[src/hw/cap_defines.svh]
// constants for the cache attribute policy block
`ifndef CAP_DEFINES_SVH
`define CAP_DEFINES_SVH
`define CAP_WR_ALLOC_BIT  3
`define CAP_RD_ALLOC_BIT  2
`define CAP_C_BIT         1
`define CAP_B_BIT         0
`define CAP_FWA_USE       2'h0
`define CAP_FWA_NEVER     2'h1
`define CAP_FWA_ALWAYS    2'h2
`define CAP_ADDR_CTRL     4'h0
`define CAP_ADDR_STATUS   4'h4
`define CAP_ADDR_LAST     4'h8
`define CAP_ADDR_COUNT    4'hc
`define CAP_CTRL_FWA_LSB  0
`define CAP_CTRL_EXCL     2
`define CAP_CTRL_SAOE     3
`define CAP_CTRL_RESET    32'h0000_0000
`define CAP_RESP_OKAY     2'h0
`define CAP_RESP_SLVERR   2'h2
`define CAP_BURST_FIXED   2'h0
`endif

[src/hw/cap_pkg.sv]
// types shared by the cache attribute policy block
package cap_pkg;
    typedef enum logic [3:0] {
        CAP_L2_READ,      // read from level two
        CAP_LINEFILL,     // read miss, allocate line
        CAP_L3_READ,      // read miss, no allocation
        CAP_SB_L2_DIRTY,  // store buffer, level two, mark dirty
        CAP_SB_L2_L3,     // store buffer, level two and three
        CAP_SB_ALLOC,     // store buffer, fetch then allocate
        CAP_SB_ALLOC_L3,  // allocate and write level three
        CAP_SB_L3,        // store buffer, level three on drain
        CAP_SB_L3_NOW,    // store buffer, no merge, drain now
        CAP_SO_L3,        // strongly ordered, straight to level three
        CAP_UNDEF         // cacheable fixed burst, no defined result
    } cap_action_type;
endpackage

[src/hw/cap_policy.sv]
// cache attribute decode and policy selection with an axi4-lite register slave
//
// Overview of operation
// - split attribute into write-allocate, read-allocate, cacheable, bufferable; pick policy.
// - cacheable with no allocate bits is outer noncacheable, bufferable ignored.
// - cacheable read hit returns level two data, no level three access.
// - read-allocate read miss starts a linefill allocating the line.
// - cacheable read miss without read-allocate goes to level three, no allocation.
// - write-back write hit enters store buffer, updates level two, marks dirty.
// - write-through write hit enters store buffer, updates level two and three.
// - write-allocate miss buffered; partial entry fetched, then allocated; write-through writes three.
// - shared override, forced write-allocate and exclusive setting alter the mapping.
// - every legal attribute combination is accepted and handled, except cacheable ones on fixed bursts, which give CAP_UNDEF.
// - bufferable-only writes enter store buffer unmerged and drain immediately.
// - outer noncacheable reads bypass level two unless shared and not overridden; writes drain via store buffer.
//
// Chosen here: the placing of the registers and the AXI4-Lite slave port.
`timescale 1ns/1ps
`include "cap_defines.svh"

module cap_policy
    import cap_pkg::*;
(
    input  wire logic        aclk,          // 250 MHz clock
    input  wire logic        aresetn,       // synchronous reset, active low
    // transaction presented for a policy decision
    input  wire logic        txn_valid,     // attribute below is valid this cycle
    input  wire logic        txn_write,     // 1 write, 0 read
    input  wire logic [3:0]  txn_cache,     // four-bit cache attribute
    input  wire logic [1:0]  txn_burst,     // burst type
    input  wire logic        txn_shared,    // shared attribute
    input  wire logic        txn_hit,       // lookup hit in level two
    input  wire logic        txn_full,      // store buffer entry fully written
    // decision
    output logic             pol_valid,     // decision valid, one-cycle pulse
    output cap_action_type   pol_action,    // chosen action
    output logic             pol_lookup,    // level two lookup used
    output logic             pol_l2_write,  // level two line updated
    output logic             pol_l3_access, // level three accessed
    output logic             pol_allocate,  // line allocated into level two
    output logic             pol_fetch,     // word or line fetched from level three
    output logic             pol_dirty,     // line marked dirty
    output logic             pol_buffer,    // enters store buffer
    output logic             pol_merge_ok,  // buffer entry may merge
    output logic             pol_drain_now, // drain immediately
    output logic             pol_invalidate,// exclusive read hit invalidates line
    // axi4-lite slave
    input  wire logic [3:0]  s_awaddr,      // write address
    input  wire logic        s_awvalid,     // write address valid
    output logic             s_awready,     // write address ready
    input  wire logic [31:0] s_wdata,       // write data
    input  wire logic [3:0]  s_wstrb,       // write strobes
    input  wire logic        s_wvalid,      // write data valid
    output logic             s_wready,      // write data ready
    output logic [1:0]       s_bresp,       // write response
    output logic             s_bvalid,      // write response valid
    input  wire logic        s_bready,      // write response ready
    input  wire logic [3:0]  s_araddr,      // read address
    input  wire logic        s_arvalid,     // read address valid
    output logic             s_arready,     // read address ready
    output logic [31:0]      s_rdata,       // read data
    output logic [1:0]       s_rresp,       // read response
    output logic             s_rvalid,      // read response valid
    input  wire logic        s_rready       // read response ready
);

    // ----------------------------------------------------------------
    // attribute decode
    // ----------------------------------------------------------------
    logic [31:0] ctrl;
    logic [31:0] last_decision;
    logic [15:0] count_txn;
    logic [15:0] count_undef;

    wire [1:0] fwa_mode    = ctrl[`CAP_CTRL_FWA_LSB +: 2];
    wire       excl_en     = ctrl[`CAP_CTRL_EXCL];
    wire       shared_ovr  = ctrl[`CAP_CTRL_SAOE];
    wire       write_allocate_hint_in = txn_cache[`CAP_WR_ALLOC_BIT];
    wire       read_allocate_hint     = txn_cache[`CAP_RD_ALLOC_BIT];
    wire       cacheable_in           = txn_cache[`CAP_C_BIT];
    wire       bufferable             = txn_cache[`CAP_B_BIT];

    // outer noncacheable; bufferable bit does not matter here
    wire       outer_nc = cacheable_in && !write_allocate_hint_in
                          && !read_allocate_hint;
    // shared noncacheable turns into cacheable no allocate unless overridden
    wire       shared_nc = outer_nc && txn_shared && !shared_ovr;
    wire       cacheable = cacheable_in && (!outer_nc || shared_nc);
    wire       write_back = bufferable && !shared_nc;
    // shared signal wins over forced allocation, which wins over the attribute's write-allocate bit
    wire       write_allocate_hint =
        txn_shared ? 1'b0 :
        (fwa_mode == `CAP_FWA_NEVER)  ? 1'b0 :
        (fwa_mode == `CAP_FWA_ALWAYS) ? cacheable :
        write_allocate_hint_in;
    wire       excl_type = excl_en && cacheable && write_back
                           && (read_allocate_hint || write_allocate_hint_in);
    wire       illegal   = cacheable_in && (txn_burst == `CAP_BURST_FIXED);

    // ----------------------------------------------------------------
    // policy selection
    // ----------------------------------------------------------------
    cap_action_type next_action;
    always_comb begin
        if (illegal) begin
            next_action = CAP_UNDEF;
        end else if (!cacheable_in && !bufferable) begin
            next_action = CAP_SO_L3;
        end else if (!cacheable_in) begin
            next_action = txn_write ? CAP_SB_L3_NOW : CAP_L3_READ;
        end else if (!cacheable) begin
            next_action = txn_write ? CAP_SB_L3 : CAP_L3_READ;
        end else if (!txn_write) begin
            if (txn_hit) begin
                next_action = CAP_L2_READ;
            end else if (read_allocate_hint && !excl_type) begin
                next_action = CAP_LINEFILL;
            end else begin
                next_action = CAP_L3_READ;
            end
        end else if (txn_hit) begin
            next_action = write_back ? CAP_SB_L2_DIRTY : CAP_SB_L2_L3;
        end else if (write_allocate_hint) begin
            next_action = write_back ? CAP_SB_ALLOC : CAP_SB_ALLOC_L3;
        end else begin
            next_action = CAP_SB_L3;
        end
    end

    // ----------------------------------------------------------------
    // action effects
    // ----------------------------------------------------------------
    wire act_alloc = (next_action == CAP_SB_ALLOC) || (next_action == CAP_SB_ALLOC_L3);
    wire next_lookup   = cacheable && !illegal;
    wire next_l2_write = (next_action == CAP_SB_L2_DIRTY) || (next_action == CAP_SB_L2_L3)
                         || act_alloc;
    wire next_l3 = (next_action == CAP_LINEFILL) || (next_action == CAP_L3_READ)
                   || (next_action == CAP_SB_L2_L3) || (next_action == CAP_SB_ALLOC_L3)
                   || (next_action == CAP_SB_L3) || (next_action == CAP_SB_L3_NOW)
                   || (next_action == CAP_SO_L3)
                   || ((next_action == CAP_SB_ALLOC) && !txn_full);
    wire next_alloc = (next_action == CAP_LINEFILL) || act_alloc;
    wire next_fetch = act_alloc && !txn_full;
    wire next_dirty = (next_action == CAP_SB_L2_DIRTY) || (next_action == CAP_SB_ALLOC);
    wire next_buffer = txn_write && (next_action != CAP_SO_L3)
                       && (next_action != CAP_UNDEF);
    wire next_merge  = next_buffer && (next_action != CAP_SB_L3_NOW);
    wire next_drain  = (next_action == CAP_SB_L3_NOW);
    wire next_inval  = excl_type && !txn_write && txn_hit;

    always_ff @(posedge aclk) begin
        if (!aresetn) begin
            pol_valid      <= 1'b0;
            pol_action     <= CAP_SO_L3;
            pol_lookup     <= 1'b0;
            pol_l2_write   <= 1'b0;
            pol_l3_access  <= 1'b0;
            pol_allocate   <= 1'b0;
            pol_fetch      <= 1'b0;
            pol_dirty      <= 1'b0;
            pol_buffer     <= 1'b0;
            pol_merge_ok   <= 1'b0;
            pol_drain_now  <= 1'b0;
            pol_invalidate <= 1'b0;
        end else begin
            pol_valid      <= txn_valid;
            pol_action     <= next_action;
            pol_lookup     <= txn_valid && next_lookup;
            pol_l2_write   <= txn_valid && next_l2_write;
            pol_l3_access  <= txn_valid && next_l3;
            pol_allocate   <= txn_valid && next_alloc;
            pol_fetch      <= txn_valid && next_fetch;
            pol_dirty      <= txn_valid && next_dirty;
            pol_buffer     <= txn_valid && next_buffer;
            pol_merge_ok   <= txn_valid && next_merge;
            pol_drain_now  <= txn_valid && next_drain;
            pol_invalidate <= txn_valid && next_inval;
        end
    end

    // ----------------------------------------------------------------
    // statistics
    // ----------------------------------------------------------------
    always_ff @(posedge aclk) begin
        if (!aresetn) begin
            last_decision <= 32'h0000_0000;
            count_txn     <= 16'h0000;
            count_undef   <= 16'h0000;
        end else if (txn_valid) begin
            last_decision <= {20'h00000, txn_write, txn_hit, txn_full, illegal,
                              4'(next_action), txn_cache};
            count_txn     <= count_txn + 16'h0001;
            count_undef   <= count_undef + {15'h0000, illegal};
        end
    end

    // ----------------------------------------------------------------
    // axi4-lite slave
    // ----------------------------------------------------------------
    logic       aw_held;
    logic       w_held;
    logic [3:0] aw_addr;
    logic [31:0] w_data;
    logic [3:0] w_strb;

    wire aw_take  = s_awvalid && s_awready;
    wire w_take   = s_wvalid && s_wready;
    wire have_aw  = aw_held || aw_take;
    wire have_w   = w_held || w_take;
    wire [3:0]  wr_addr = aw_held ? aw_addr : s_awaddr;
    wire [31:0] wr_data = w_held ? w_data : s_wdata;
    wire [3:0]  wr_strb = w_held ? w_strb : s_wstrb;
    wire wr_fire  = have_aw && have_w && !s_bvalid;
    wire wr_ctrl  = wr_fire && (wr_addr == `CAP_ADDR_CTRL);
    wire wr_ok    = (wr_addr == `CAP_ADDR_CTRL) || (wr_addr == `CAP_ADDR_STATUS)
                    || (wr_addr == `CAP_ADDR_LAST) || (wr_addr == `CAP_ADDR_COUNT);
    wire [31:0] strb_mask = {{8{wr_strb[3]}}, {8{wr_strb[2]}}, {8{wr_strb[1]}}, {8{wr_strb[0]}}};
    wire [31:0] next_ctrl = (ctrl & ~strb_mask) | (wr_data & strb_mask & 32'h0000_000f);

    wire ar_take  = s_arvalid && s_arready;
    wire [31:0] rd_mux =
        (s_araddr == `CAP_ADDR_CTRL)   ? ctrl :
        (s_araddr == `CAP_ADDR_STATUS) ? {16'h0000, count_undef} :
        (s_araddr == `CAP_ADDR_LAST)   ? last_decision :
        (s_araddr == `CAP_ADDR_COUNT)  ? {16'h0000, count_txn} : 32'h0000_0000;
    wire rd_ok = (s_araddr == `CAP_ADDR_CTRL) || (s_araddr == `CAP_ADDR_STATUS)
                 || (s_araddr == `CAP_ADDR_LAST) || (s_araddr == `CAP_ADDR_COUNT);

    always_ff @(posedge aclk) begin
        if (!aresetn) begin
            s_awready <= 1'b0;
            s_wready  <= 1'b0;
            aw_held   <= 1'b0;
            w_held    <= 1'b0;
            aw_addr   <= 4'h0;
            w_data    <= 32'h0000_0000;
            w_strb    <= 4'h0;
            s_bvalid  <= 1'b0;
            s_bresp   <= `CAP_RESP_OKAY;
            ctrl      <= `CAP_CTRL_RESET;
        end else begin
            s_awready <= !have_aw && !s_bvalid;
            s_wready  <= !have_w && !s_bvalid;
            if (aw_take) begin
                aw_addr <= s_awaddr;
            end
            if (w_take) begin
                w_data <= s_wdata;
                w_strb <= s_wstrb;
            end
            aw_held <= have_aw && !wr_fire;
            w_held  <= have_w && !wr_fire;
            if (wr_fire) begin
                s_bvalid <= 1'b1;
                s_bresp  <= wr_ok ? `CAP_RESP_OKAY : `CAP_RESP_SLVERR;
            end else if (s_bready) begin
                s_bvalid <= 1'b0;
            end
            if (wr_ctrl) begin
                ctrl <= next_ctrl;
            end
        end
    end

    always_ff @(posedge aclk) begin
        if (!aresetn) begin
            s_arready <= 1'b0;
            s_rvalid  <= 1'b0;
            s_rdata   <= 32'h0000_0000;
            s_rresp   <= `CAP_RESP_OKAY;
        end else begin
            s_arready <= !s_rvalid && !ar_take;
            if (ar_take) begin
                s_rvalid <= 1'b1;
                s_rdata  <= rd_mux;
                s_rresp  <= rd_ok ? `CAP_RESP_OKAY : `CAP_RESP_SLVERR;
            end else if (s_rready) begin
                s_rvalid <= 1'b0;
            end
        end
    end

endmodule

[config.mk]
export PLATFORM = sky130hd
export DESIGN_NAME = cap_policy
export DESIGN_NICKNAME = d
export VERILOG_FILES = /design/src/hw/cap_pkg.sv /design/src/hw/cap_policy.sv
export VERILOG_INCLUDE_DIRS = /design/src /design/src/hw
export SDC_FILE = /design/constraint.sdc
export NUM_CORES = 1
export LEC_CHECK = 0
export ABC_AREA = 1
export BUFFER_PORTS_ARGS = -buffer_cell sky130_fd_sc_hd__buf_2
export CAP_MARGIN = 20
export CORE_MARGIN = 2
export CORE_UTILIZATION = 49
export DETAILED_ROUTE_END_ITERATION = 10
export PLACE_DENSITY = 0.75
export SYNTH_ARGS = -nofsm -noshare
export SYNTH_HDL_FRONTEND = slang
export SYNTH_SLANG_ARGS = --single-unit
[constraint.sdc]
create_clock -name aclk -period 2.1 [get_ports aclk]
set_input_delay 0.315 -clock aclk [delete_from_list [all_inputs] [get_ports aclk]]
set_output_delay 0.315 -clock aclk [all_outputs]
set_load 0.02 [all_outputs]
==> impl_metrics.json <==
{
  "netlist_top_cells_count": "144 x dfxtp_1, 131 x nand2_1, 100 x nor2_1",
  "rows": 39,
  "yosys-top-cells-area": "dfxtp_1 50%, nand2_1 8.5%, nor2_1 6.5%",
  "grt_antenna_before_repair": 0,
  "yosysWarnings": 0,
  "clock_latency_ns": 0.42,
  "cp-end-kind": "register",
  "cts_resized": 0,
  "dp_hpwl_um": 9630,
  "grt_pass1_vias": 4778,
  "cts_setup_buffers": 0,
  "die_w_um": 113,
  "hold_path.class": "in2reg",
  "path_max_fanout": 12,
  "total_power_uw": 6110,
  "clk_pin_slew_ns": 0.06,
  "first_iter_violations": 331,
  "initial_core_util_pct": 50.5,
  "area_growth_pct": 21.1,
  "max_freq_mhz": 548,
  "startpoint_type": "register",
  "gr-total-overflow": 0,
  "synth_enable_flop_cells": 0,
  "clock-sinks": 144,
  "required_ns": 2.45,
  "critPathLaunch": "s_awready",
  "maxSlewViolCount": 0,
  "holdBufCountCts": 0,
  "worstSetupPathType": "reg2reg",
  "yosysTopAreaCellShare_pct": 49.8,
  "tns_ns": 0,
  "synthFlopType": "dfxtp_1",
  "cts_tree": "built",
  "period_needed_ns": 1.82,
  "core_um2": 11500,
  "post-route-period-util_pct": 86.9,
  "maxCapViolations": 0,
  "hold_violations": 0,
  "htree_levels": 4,
  "grt_use_total_pct": 21.6,
  "numCtsBuffers": 17,
  "post-route-util_pct": 61.2,
  "die_y_um": 113,
  "drc": 0,
  "timing.hold.ws_ns": 0.108,
  "wl_per_cell_um": 13.3,
  "postSynthCellCount": 750,
  "vias": 5186,
  "slew_headroom_pct": 48.5,
  "ir_drop_mv": 0.689,
  "synthDistinctLibCells": 39,
  "drive_gt1_share_pct": 19.9,
  "syn_area_um2": 5790,
  "min-delay-start": "txn_full",
  "io_buffers": 87,
  "globalRouteMet1Util_pct": 28.3,
  "via_per_inst": 5.16,
  "routed_wl_um": 13300,
  "leakage_uw": 0.00295,
  "layout.nets": 915,
  "die-area_um2": 12700,
  "met2_usage_pct": 34.0,
  "yosys.area.top_type": "dfxtp_1",
  "rsz0062_at_grt": "no",
  "post-place-ws_ns": 0.0345,
  "setup_viol": 0,
  "worstMarginPinSlew_ns": 0.771,
  "r2r_start": "s_awready",
  "seq_area_frac_synth_pct": 49.8,
  "io_pins": 118,
  "synth.most_common_cell": "dfxtp_1",
  "status": "complete, no violations",
  "gp_congestion": 0.856,
  "cp.arrival_ns": 2.17,
  "antenna_cells": 0,
  "grt_pass1_wl_um": 22100,
  "finClkSkew_ns": 0.0151,
  "cts_root_buf": "clkbuf_16",
  "cts.path.max_buffers": 2,
  "synth_area_per_cell_um2": 7.72,
  "grt_max_degree": 44,
  "grt_busiest_layer": "met2",
  "synth-async-reset-ratio_pct": 0,
  "ys_seq_elements": 144,
  "worst_slack_ns": 0.276,
  "final_antenna_net_count": 0,
  "drt-pass1-iter-count": 4,
  "power_density_nw_per_um2": 871,
  "met3_usage_pct": 6.37
}
==> stage by stage <==
stage,area [um^2],std cells
4_1_cts,7020,1006
2_1_floorplan,5800,751
5_1_grt,7020,1006
3_3_place_gp,6450,974
6_report,7020,1006
3_5_place_dp,6450,974
==> kinds of logic after synthesis <==
kind of cell	count (synthesis)	synth area share, %
flip-flops	144	49.8
buffers and inverters	118	8.21
AND/OR/NAND/NOR	334	25.8
XOR/XNOR	1	0.151
AO/OA/AOI/OAI	149	15.4
other	1	0.0647
adder cells (fa/ha/maj)	3	0.648
==> worst paths after layout <==
kind / end / slack, ns / depth (start not counted)
worst max-delay path: register / 0.28 / 8
worst min-delay path: pol_fetch / 0.11 / 2
worst max register to register: register / 0.28 / 8
worst min register to register: ctrl[15] / 0.43 / 2
==> routing by layer <==
metal  up-vias  routed length [um]
met5         -                   0
met4         0                 203
met3        19                 655
met2       102                6170
met1      2379                6310
li1       2686                   -
==> final cells by class <==
class | instances | area [um^2]
Inverter | 85 | 324
Clock buffer | 21 | 450
Multi-Input combinational cell | 489 | 2440
Clock inverter | 11 | 110
Sequential cell | 144 | 2880
Timing Repair Buffer | 113 | 631
Fill cell | 1006 | 4450
Tap cell | 143 | 179
==> where the power goes <==
group	leakage, uW	total (uW)	switching, uW	internal, uW
combinational	0.00153	448	303	145
clock	0.000252	2830	1170	1670
sequential	0.00117	2830	32.2	2800
==> cells in the final DEF (no fill, tap or decap), types with 2 or more instances in the layout <==
cell and instances:
dfxtp_1 144, nand2_1 131, nor2_1 100, buf_2 87, inv_1 79, o21ai_0 63, nand3_1 53, a21oi_1 27
buf_4 26, o22ai_1 25, nor3_1 21, clkbuf_16 17, o221ai_1 12, nor3_2 7, nor2_2 6, a31oi_1 6
clkinvlp_4 6, inv_2 5, nor4_1 5, clkinv_4 4, o21ai_1 4, nand4_1 4, o31ai_1 3, ha_1 3
clkbuf_1 3, nor3_4 2, nand3_2 2, a221oi_1 2, o21a_1 2, conb_1 2
==> sequential cells by signal, summed over array words and instances (netlist names), 4 cells and up, named ones only <==
signal	cells
aw_addr	4
ctrl	28
count_txn	16
s_rdata	32
last_decision	12
count_undef	16
w_data	4
pol_action	4
w_strb	4
==> worst max-delay path, cell delays in order, from the launching register on <==
cell	delay, ns
dfxtp_1	0.32
nand2_1	0.11
inv_1	0.18
nor2_1	0.11
nor3_4	0.26
o211ai_4	0.17
a21oi_4	0.31
o21ai_0	0.14
a31oi_1	0.16
Note: power is estimated with default switching activity, not from simulation.
